--- src/verilog/i2cc_pkg.sv ---
// constants and types for the two-wire bus controller
package i2cc_pkg;
    localparam int unsigned CLK_PERIOD_NS = 50;
    localparam int unsigned BUS_FREE_NS   = 4700;
    localparam logic [7:0]  BUS_FREE_CYC  =
        8'((BUS_FREE_NS + CLK_PERIOD_NS - 1) / CLK_PERIOD_NS);
    localparam logic [15:0] LOW_TIME_RST  = 16'hFFFF;
    localparam logic [15:0] HIGH_TIME_RST = 16'hFFFF;
    localparam logic [14:0] HOLD_TIME_RST = 15'h3FFF;
    localparam logic [3:0]  LAST_BIT      = 4'h7;
    localparam logic [3:0]  ACK_SLOT      = 4'h8;
    // status word fields
    localparam int unsigned ST_ARB_LOST   = 0;
    localparam int unsigned ST_NACK       = 1;
    localparam int unsigned ST_STOP       = 2;
    localparam int unsigned ST_BUSY       = 3;
    localparam int unsigned ST_MASTER     = 4;
    localparam int unsigned ST_XMIT       = 5;
    localparam int unsigned ST_ADDRESSED  = 6;
    localparam int unsigned ST_FLAG       = 10;
    typedef enum logic [7:0] {
        M_IDLE  = 8'h01,
        M_START = 8'h02,
        M_LOW   = 8'h04,
        M_HIGH  = 8'h08,
        M_STOPA = 8'h10,
        M_STOPB = 8'h20,
        M_RSA   = 8'h40,
        M_RSB   = 8'h80
    } i2cc_mstate_t;
endpackage

--- src/verilog/i2cc_ctrl.sv ---
// two-wire bus controller, master and slave, with receive buffer
`timescale 1ns/1ps
`default_nettype none
module i2cc_ctrl (
    input  wire logic        ref_clk,
    input  wire logic        rst_n,
    input  wire logic        scl_i,
    output logic             scl_o,
    output logic             scl_oe,
    input  wire logic        sda_i,
    output logic             sda_o,
    output logic             sda_oe,
    input  wire logic        start_req,
    input  wire logic        stop_req,
    input  wire logic        restart_req,
    input  wire logic        ack_send_enable,
    input  wire logic [6:0]  own_addr,
    input  wire logic        cfg_wr,
    input  wire logic [15:0] low_time_wdata,
    input  wire logic [15:0] high_time_wdata,
    input  wire logic [14:0] hold_time_wdata,
    input  wire logic        status_wr,
    input  wire logic [15:0] status_wdata,
    output logic [15:0]      bus_status_reg,
    output logic             bus_event_flag,
    output logic             bus_busy,
    input  wire logic [7:0]  tx_data,
    input  wire logic        tx_valid,
    output logic             tx_ready,
    output logic [7:0]       rx_data,
    output logic             rx_valid,
    input  wire logic        rx_ready
);
    import i2cc_pkg::*;

    function automatic logic [15:0] sat_inc(input logic [15:0] v);
        sat_inc = (v == 16'hFFFF) ? v : v + 16'h0001;
    endfunction

    logic         scl_m_q, scl_s_q, scl_p_q, sda_m_q, sda_s_q, sda_p_q;
    logic         scl_rise, scl_fall, start_det, stop_det;
    logic [15:0]  clock_low_time_q, clock_high_time_q;
    logic [14:0]  data_hold_time_q;
    i2cc_mstate_t mst_q;
    logic         master_q;
    logic [15:0]  gcnt_q;
    logic [3:0]   bit_cnt_q;
    logic [7:0]   shreg_q;
    logic         is_addr_q, xmit_q, active_q, addressed_q, ack_rx_q, need_tx_q;
    logic [15:0]  hcnt_q;
    logic         hrun_q, sda_eng_q;
    logic         busy_q, free_run_q;
    logic [7:0]   free_cnt_q;
    logic         flag_q, lost_q, nack_q, stop_seen_q;
    logic [7:0]   head_q, tail_q;
    logic         head_v_q, tail_v_q;
    logic         launch, rs_go, byte_done, arb_loss, drv_bit, nack_ev, stop_ev, event_ev;
    logic         rx_full, rx_stall, hold_scl, take, push, pop, flag_clr, eng_bit;
    logic         sda_pull, scl_pull;
    logic [15:0]  wclr, status_d;

    // two-stage synchronisers, third stage for edges
    always_ff @(posedge ref_clk) begin
        if (!rst_n) begin
            scl_m_q <= 1'b1;
            scl_s_q <= 1'b1;
            scl_p_q <= 1'b1;
            sda_m_q <= 1'b1;
            sda_s_q <= 1'b1;
            sda_p_q <= 1'b1;
        end else begin
            scl_m_q <= scl_i;
            scl_s_q <= scl_m_q;
            scl_p_q <= scl_s_q;
            sda_m_q <= sda_i;
            sda_s_q <= sda_m_q;
            sda_p_q <= sda_s_q;
        end
    end

    assign scl_rise  = scl_s_q & ~scl_p_q;
    assign scl_fall  = ~scl_s_q & scl_p_q;
    assign start_det = scl_s_q & scl_p_q & sda_p_q & ~sda_s_q;
    assign stop_det  = scl_s_q & scl_p_q & ~sda_p_q & sda_s_q;

    always_ff @(posedge ref_clk) begin
        if (!rst_n) begin
            clock_low_time_q  <= LOW_TIME_RST;
            clock_high_time_q <= HIGH_TIME_RST;
            data_hold_time_q  <= HOLD_TIME_RST;
        end else if (cfg_wr) begin
            clock_low_time_q  <= low_time_wdata;
            clock_high_time_q <= high_time_wdata;
            data_hold_time_q  <= hold_time_wdata;
        end
    end

    // bus stays busy for the free time after a STOP
    always_ff @(posedge ref_clk) begin
        if (!rst_n) begin
            busy_q     <= 1'b0;
            free_run_q <= 1'b0;
            free_cnt_q <= 8'h00;
        end else if (start_det) begin
            busy_q     <= 1'b1;
            free_run_q <= 1'b0;
        end else if (stop_det) begin
            free_run_q <= 1'b1;
            free_cnt_q <= 8'h00;
        end else if (free_run_q) begin
            free_cnt_q <= free_cnt_q + 8'h01;
            if (free_cnt_q == BUS_FREE_CYC - 8'h01) begin
                busy_q     <= 1'b0;
                free_run_q <= 1'b0;
            end
        end
    end

    assign rx_full   = head_v_q & tail_v_q;
    assign rx_stall  = active_q & ~xmit_q & ~is_addr_q & (bit_cnt_q == ACK_SLOT) & rx_full;
    assign hold_scl  = flag_q | need_tx_q | rx_stall;
    assign launch    = (mst_q == M_IDLE) & start_req & ~busy_q & ~flag_q;
    assign rs_go     = (mst_q == M_LOW) & (gcnt_q >= clock_low_time_q) & ~hold_scl
                       & ~stop_req & restart_req & (bit_cnt_q == 4'h0);
    assign byte_done = active_q & scl_fall & (bit_cnt_q == ACK_SLOT);
    assign drv_bit   = (bit_cnt_q == ACK_SLOT) ? ~xmit_q : xmit_q;
    // only bit slots count, not the SDA level a STOP or START forces
    assign arb_loss  = master_q & (mst_q == M_HIGH) & scl_rise & sda_eng_q & drv_bit
                       & ~sda_s_q;
    assign nack_ev   = byte_done & ack_rx_q & xmit_q;
    assign stop_ev   = stop_det & (active_q | master_q);
    assign event_ev  = byte_done | arb_loss | stop_ev;
    // a byte moves only on an edge where ready is shown
    assign take      = tx_ready & tx_valid;
    assign push      = active_q & scl_rise & (bit_cnt_q == ACK_SLOT) & ~xmit_q & ~is_addr_q;
    assign pop       = head_v_q & rx_ready;
    assign wclr      = status_wr ? ~status_wdata : 16'h0000;
    assign flag_clr  = flag_q & wclr[ST_FLAG];

    // master clock generator
    always_ff @(posedge ref_clk) begin
        if (!rst_n) begin
            mst_q    <= M_IDLE;
            master_q <= 1'b0;
            gcnt_q   <= 16'h0000;
        end else if (arb_loss) begin
            mst_q    <= M_IDLE;
            master_q <= 1'b0;
            gcnt_q   <= 16'h0000;
        end else begin
            gcnt_q <= sat_inc(gcnt_q);
            unique case (mst_q)
                M_IDLE: begin
                    gcnt_q <= 16'h0000;
                    if (launch) begin
                        master_q <= 1'b1;
                        mst_q    <= M_START;
                    end
                end
                M_START: begin
                    if (need_tx_q) begin
                        gcnt_q <= 16'h0000;
                    end else if (gcnt_q >= clock_high_time_q) begin
                        mst_q  <= M_LOW;
                        gcnt_q <= 16'h0000;
                    end
                end
                M_LOW: begin
                    if (gcnt_q >= clock_low_time_q && !hold_scl) begin
                        gcnt_q <= 16'h0000;
                        if (stop_req) begin
                            mst_q <= M_STOPA;
                        end else if (rs_go) begin
                            mst_q <= M_RSA;
                        end else begin
                            mst_q <= M_HIGH;
                        end
                    end
                end
                M_HIGH: begin
                    if (scl_fall) begin
                        mst_q  <= M_LOW;
                        gcnt_q <= 16'h0000;
                    end else if (!scl_s_q) begin
                        gcnt_q <= 16'h0000;
                    end else if (gcnt_q >= clock_high_time_q) begin
                        mst_q  <= M_LOW;
                        gcnt_q <= 16'h0000;
                    end
                end
                M_STOPA: begin
                    if (gcnt_q >= {1'b0, data_hold_time_q}) begin
                        mst_q  <= M_STOPB;
                        gcnt_q <= 16'h0000;
                    end
                end
                M_STOPB: begin
                    if (!scl_s_q) begin
                        gcnt_q <= 16'h0000;
                    end else if (gcnt_q >= clock_high_time_q) begin
                        mst_q    <= M_IDLE;
                        master_q <= 1'b0;
                    end
                end
                M_RSA: begin
                    if (gcnt_q >= clock_low_time_q) begin
                        mst_q  <= M_RSB;
                        gcnt_q <= 16'h0000;
                    end
                end
                M_RSB: begin
                    if (!scl_s_q) begin
                        gcnt_q <= 16'h0000;
                    end else if (gcnt_q >= clock_high_time_q) begin
                        mst_q  <= M_START;
                        gcnt_q <= 16'h0000;
                    end
                end
            endcase
        end
    end

    // byte engine, shared by master and slave roles
    always_ff @(posedge ref_clk) begin
        if (!rst_n) begin
            bit_cnt_q   <= 4'h0;
            shreg_q     <= 8'h00;
            is_addr_q   <= 1'b0;
            xmit_q      <= 1'b0;
            active_q    <= 1'b0;
            addressed_q <= 1'b0;
            ack_rx_q    <= 1'b1;
            need_tx_q   <= 1'b0;
        end else begin
            if (start_det) begin
                // first SCL fall after a START wraps this to bit 0
                bit_cnt_q   <= 4'hF;
                is_addr_q   <= 1'b1;
                active_q    <= 1'b1;
                xmit_q      <= master_q;
                addressed_q <= 1'b0;
            end else if (stop_det) begin
                bit_cnt_q <= 4'h0;
                active_q  <= 1'b0;
                xmit_q    <= 1'b0;
            end else begin
                if (arb_loss) begin
                    xmit_q <= 1'b0;
                    if (!is_addr_q) begin
                        active_q <= 1'b0;
                    end
                end
                if (active_q && scl_rise) begin
                    if (bit_cnt_q != ACK_SLOT) begin
                        shreg_q <= {shreg_q[6:0], sda_s_q};
                    end else begin
                        ack_rx_q <= sda_s_q;
                    end
                end
                if (byte_done) begin
                    bit_cnt_q <= 4'h0;
                    is_addr_q <= 1'b0;
                    if (is_addr_q && !master_q) begin
                        active_q <= addressed_q;
                        xmit_q   <= shreg_q[0];
                    end else if (is_addr_q) begin
                        xmit_q <= ~shreg_q[0];
                    end
                    if (ack_rx_q && xmit_q && !master_q) begin
                        active_q <= 1'b0;
                    end
                end else if (active_q && scl_fall) begin
                    bit_cnt_q <= bit_cnt_q + 4'h1;
                    if (is_addr_q && !master_q && bit_cnt_q == LAST_BIT) begin
                        addressed_q <= (shreg_q[7:1] == own_addr);
                    end
                end
            end
            if (launch || rs_go) begin
                need_tx_q <= 1'b1;
            end else if (flag_clr && active_q && xmit_q && !is_addr_q
                         && !(master_q && (stop_req || restart_req))) begin
                need_tx_q <= 1'b1;
            end else if (take) begin
                shreg_q   <= tx_data;
                need_tx_q <= 1'b0;
            end
        end
    end

    always_comb begin
        eng_bit = 1'b1;
        if (!active_q) begin
            eng_bit = 1'b1;
        end else if (bit_cnt_q != ACK_SLOT) begin
            eng_bit = xmit_q ? shreg_q[7] : 1'b1;
        end else if (xmit_q) begin
            eng_bit = 1'b1;
        end else if (is_addr_q) begin
            eng_bit = ~addressed_q;
        end else begin
            eng_bit = ~ack_send_enable;
        end
    end

    // data level changes one hold time after SCL falls
    always_ff @(posedge ref_clk) begin
        if (!rst_n) begin
            hcnt_q    <= 16'h0000;
            hrun_q    <= 1'b0;
            sda_eng_q <= 1'b1;
        end else if (arb_loss || start_det || stop_det || mst_q == M_STOPB) begin
            // master keeps SDA low from its START to the first bit
            hrun_q    <= 1'b0;
            sda_eng_q <= ~(start_det & master_q);
        end else if (scl_fall) begin
            hcnt_q <= 16'h0000;
            hrun_q <= 1'b1;
        end else if (hrun_q && hcnt_q >= {1'b0, data_hold_time_q}) begin
            hrun_q    <= 1'b0;
            sda_eng_q <= eng_bit;
        end else if (take && active_q && !hrun_q) begin
            sda_eng_q <= tx_data[7];
        end else begin
            hcnt_q <= sat_inc(hcnt_q);
        end
    end

    always_comb begin
        sda_pull = ~sda_eng_q;
        scl_pull = active_q & ~master_q & ~is_addr_q & hold_scl;
        if (master_q) begin
            if (mst_q == M_START) begin
                sda_pull = ~need_tx_q;
            end else if (mst_q == M_STOPA || mst_q == M_STOPB) begin
                sda_pull = 1'b1;
            end else if (mst_q == M_RSA || mst_q == M_RSB) begin
                sda_pull = 1'b0;
            end
            scl_pull = (mst_q == M_LOW) || (mst_q == M_STOPA) || (mst_q == M_RSA);
        end
    end

    always_ff @(posedge ref_clk) begin
        if (!rst_n) begin
            sda_oe <= 1'b0;
            sda_o  <= 1'b1;
            scl_oe <= 1'b0;
            scl_o  <= 1'b1;
        end else begin
            sda_oe <= sda_pull;
            sda_o  <= ~sda_pull;
            scl_oe <= scl_pull;
            scl_o  <= ~scl_pull;
        end
    end

    // sticky status; a set in the same cycle wins over a clear
    always_ff @(posedge ref_clk) begin
        if (!rst_n) begin
            flag_q      <= 1'b0;
            lost_q      <= 1'b0;
            nack_q      <= 1'b0;
            stop_seen_q <= 1'b0;
        end else begin
            flag_q      <= event_ev | (flag_q & ~wclr[ST_FLAG]);
            lost_q      <= arb_loss | (lost_q & ~wclr[ST_ARB_LOST]);
            nack_q      <= nack_ev | (nack_q & ~wclr[ST_NACK]);
            stop_seen_q <= stop_ev | (stop_seen_q & ~wclr[ST_STOP]);
        end
    end

    always_comb begin
        status_d               = 16'h0000;
        status_d[ST_ARB_LOST]  = lost_q;
        status_d[ST_NACK]      = nack_q;
        status_d[ST_STOP]      = stop_seen_q;
        status_d[ST_BUSY]      = busy_q;
        status_d[ST_MASTER]    = master_q;
        status_d[ST_XMIT]      = xmit_q;
        status_d[ST_ADDRESSED] = active_q & ~master_q & addressed_q;
        status_d[ST_FLAG]      = flag_q;
    end

    always_ff @(posedge ref_clk) begin
        if (!rst_n) begin
            bus_status_reg <= 16'h0000;
            bus_event_flag <= 1'b0;
            bus_busy       <= 1'b0;
            tx_ready       <= 1'b0;
        end else begin
            bus_status_reg <= status_d;
            bus_event_flag <= event_ev | (flag_q & ~wclr[ST_FLAG]);
            bus_busy       <= busy_q;
            tx_ready       <= need_tx_q & ~take;
        end
    end

    // two-entry receive buffer
    always_ff @(posedge ref_clk) begin
        if (!rst_n) begin
            head_q   <= 8'h00;
            tail_q   <= 8'h00;
            head_v_q <= 1'b0;
            tail_v_q <= 1'b0;
        end else begin
            if (pop) begin
                head_q   <= tail_q;
                head_v_q <= tail_v_q;
                tail_v_q <= 1'b0;
            end
            if (push) begin
                if (!head_v_q || (pop && !tail_v_q)) begin
                    head_q   <= shreg_q;
                    head_v_q <= 1'b1;
                end else begin
                    tail_q   <= shreg_q;
                    tail_v_q <= 1'b1;
                end
            end
        end
    end

    assign rx_data  = head_q;
    assign rx_valid = head_v_q;

endmodule // i2cc_ctrl
`default_nettype wire

--- config.mk ---
export PLATFORM = sky130hd
export DESIGN_NAME = i2cc_ctrl
export DESIGN_NICKNAME = d
export VERILOG_FILES = /design/src/verilog/i2cc_pkg.sv /design/src/verilog/i2cc_ctrl.sv
export SDC_FILE = /design/constraint.sdc
export NUM_CORES = 1
export LEC_CHECK = 0
export ABC_CLOCK_PERIOD_IN_PS = 2600
export BUFFER_PORTS_ARGS = -buffer_cell sky130_fd_sc_hd__buf_4
export CORE_UTILIZATION = 52
export CTS_CLUSTER_DIAMETER = 100
export DETAILED_ROUTE_END_ITERATION = 10
export PLACE_DENSITY = 0.84
export SYNTH_ARGS = -nofsm -noshare
export SYNTH_HDL_FRONTEND = slang
export SYNTH_SLANG_ARGS = --single-unit
--- constraint.sdc ---
create_clock -name ref_clk -period 2.6 [get_ports ref_clk]
set_input_delay 0.39 -clock ref_clk [delete_from_list [all_inputs] [get_ports ref_clk]]
set_output_delay 0.39 -clock ref_clk [all_outputs]
set_load 0.02 [all_outputs]
==> key figures <==
Status
  – Run status: finished, violations left
  – Failing checks: DRC, setup timing

Power
  – LEAKAGE: 4.80 nW
  – VDD IR max: 0.000525 V
  – Power Density: 524 nW/um2

Min path
  – Worst min path class: primary input to flop

Floorplan
  – Core area: 15800 um2
  – Initial Util: 53.1%
  – Die Ht: 129 um
  – Area of the die: 16700 um2
  – IO Count: 122
  – Rows: 46
  – Die width: 129 um

Timing
  – Slew Viols, Final: 0
  – Worst-Margin Slew: 0.581 ns
  – Final WS setup: -0.0207 ns
  – FMAX: 0.382 GHz
  – Fin crit share: 101%
  – Relative slew slack: 61.3%
  – Layout Skew: 0.00574 ns
  – Fin Setup TNS: -0.0253 ns
  – RSZ-0062 raised after global routing: true
  – Final Hold Vio Count: 0
  – Setup violations, final: 2
  – Final worst path period need: 2.62 ns

Logic synthesis
  – Mapped cell area: 8410 um2
  – Synth cell count leaders: dfxtp_1, nand2_1, nor2_1
  – Seq/Total Area, Yosys: 37.9%
  – Dominant cell type by area after synthesis: dfxtp_1
  – EDFF count, synth: 0
  – Async set-reset flop share out of synthesis: 0%
  – Top-count cell post-synth: dfxtp_1
  – Area contributors post-synth: dfxtp_1, ha_1, nand2_1, o211ai_1, nor2_1
  – Ys flop type: dfxtp_1
  – Post-synth cell types: 70
  – Syn avg cell area: 8.56 um2
  – Total number of yosys warnings: 0
  – Post-synthesis register bit count: 159
  – Post-synth top area share: 37.9%
  – Cell count after synthesis: 982

Routing
  – Vias/cell: 5.77
  – WL per Instance: 16.3 um
  – Via count: 7936
  – DRT Wirelength: 22400 um
  – Drt drc: 1
  – Post-DRT Antenna Nets: 0
  – Initial drt markers: 765
  – Drt pass-1 iters: 9

Layout
  – Antenna cells: 0
  – Area of the multi-input gates: 5020 um2
  – Filler Cell Count: 1156
  – Area Growth Syn to Fin: 27.6%
  – Area occupied by registers: 3200 um2
  – NumNets Final: 1304
  – Post-Layout Cell Count: 1375
  – Layout cells sized above 1: 25.7%

Setup path
  – CP max FO: 8
  – Type of origin of the critical path: flop
  – Worst Setup End Kind: flop
  – Setup Crit Path Kind: flop to flop
  – Reg2Reg Setup Slack: -0.02 ns
  – Crit path DAT: 2.94 ns
  – CP required: 2.92 ns

Placed design
  – Input/output buffers: 101
  – Placed insts: 1331
  – Post-DP HPWL: 15500 um
  – Final Wtd Congestion: 0.949

Global routing
  – Total Routing Usage GR: 26.3%
  – First-pass GRT wire length: 34700 um
  – Initial antenna violation count: 0
  – GRT Residual Overflow: 0
  – Largest net degree at the start of global routing: 48
  – Vias in the first global route: 7322

Clocking
  – Max Root-Sink Buffers: 2
  – Clock transition at the registers of the reported paths: 0.06 ns
  – TritonCTS clock tree: built
  – Hold_buf cts: 0
  – Worst skew pair latency: 0.44 ns
  – Root Buffer: clkbuf_16
  – Number of CTS-inserted buffers: 17
  – CTS H-tree depth: 4
  – Num Clock Sinks: 159

Job
  – Max-cap violations: 0
## layout by cell type (no fill, tap or decap), types with 8 or more instances in the layout
master / netlist / final
and2_1: 14 / 14
nor2_1: 96 / 94
nor3_1: 19 / 15
nand2b_1: 15 / 14
nand3_1: 32 / 32
dfxtp_2: 0 / 10
a311oi_1: 8 / 8
nand2_1: 116 / 116
o21a_1: 8 / 8
nand4b_1: 8 / 8
inv_1: 64 / 57
nand4_1: 17 / 17
a21oi_1: 47 / 41
xnor2_1: 12 / 12
mux2_2: 9 / 9
and3_1: 10 / 9
o211ai_1: 49 / 49
conb_1: 1 / 8
ha_1: 68 / 60
dfxtp_1: 159 / 148
clkbuf_16: 0 / 17
buf_4: 9 / 180
o21ai_0: 32 / 29
mux2i_1: 23 / 22
xor2_1: 15 / 15
a21oi_2: 5 / 11
## stage by stage
stage / instance area (um2) / setup slack (ns) / total power [W] / utilization, % / hold WS [ns]
2_1_floorplan: 8430 / 0.0151 / 0.00295 / - / 0.386
3_3_place_gp: 9780 / -0.0759 / 0.00316 / 61.8 / 0.393
3_5_place_dp: 9780 / -0.124 / 0.00318 / 61.8 / 0.398
4_1_cts: 10500 / 0.0175 / 0.00559 / 66.3 / 0.133
5_1_grt: 10700 / -0.0874 / 0.00581 / 67.8 / 0.127
6_report: 10700 / -0.0207 / 0.00562 / 67.8 / 0.134
## worst max-delay path: stages (launching register included)
cell,delay [ns]
dfxtp_1,0.37
buf_4,0.18
ha_1,0.21
a21oi_2,0.18
nor3_1,0.08
a2111o_1,0.36
a41oi_2,0.15
buf_4,0.16
nand4b_1,0.13
and4b_2,0.27
buf_12,0.14
mux2i_2,0.20
nor2_1,0.07
## logic make-up (layout without fill, tap and decap cells)
group	after synthesis	in the layout	synth area share (%)
buf+inv	112	280	5.85
fa+ha+maj	68	68	10.1
flops	159	159	37.9
simple gates	381	381	22.9
xor+xnor	27	27	2.81
mux	32	32	3.94
other cells	1	8	0.0446
compound gates	202	204	16.5
## where the power goes
group / total, W / leakage, nW / internal (W) / switching [W]
clock: 0.00244 / 0.262 / 0.00135 / 0.00108
sequential: 0.00256 / 1.30 / 0.00252 / 0.0000466
combinational: 0.000619 / 3.23 / 0.000281 / 0.000338
total: 0.00562 / 4.80 / 0.00415 / 0.00147
## layer usage
layer | routed length, um | up-vias | global-route usage (%)
met3 | 1430 | 82 | 5.45
met1 | 9290 | 3694 | 31.9
met2 | 11000 | 334 | 45.1
met4 | 707 | 0 | 11.3
met5 | 0 | - | 0
li1 | - | 3826 | -
## cell type report
type	instances	share of cell area [%]
inverter	64	2.24
clock inverter	14	1.24
sequential	159	29.8
clock buffer	18	4.09
timing repair buffer	184	13.3
tap	216	2.52
multi-input combinational	720	46.8
## final timing paths
check,from,to,cells past startpoint
max,gcnt_q[8],shreg_q[6],12
min,sda_i,sda_m_q,2
max reg2reg,gcnt_q[8],shreg_q[6],12
min reg2reg,sda_m_q,sda_s_q,1
## repair_timing
item                       in CTS  in global routing
pin swaps                       8                 28
setup buffers                   3                  7
setup endpoints to repair      20                 45
resized for setup              15                 47
gates cloned                    2                  0
No activity file was read; power rests on OpenSTA's default activity.
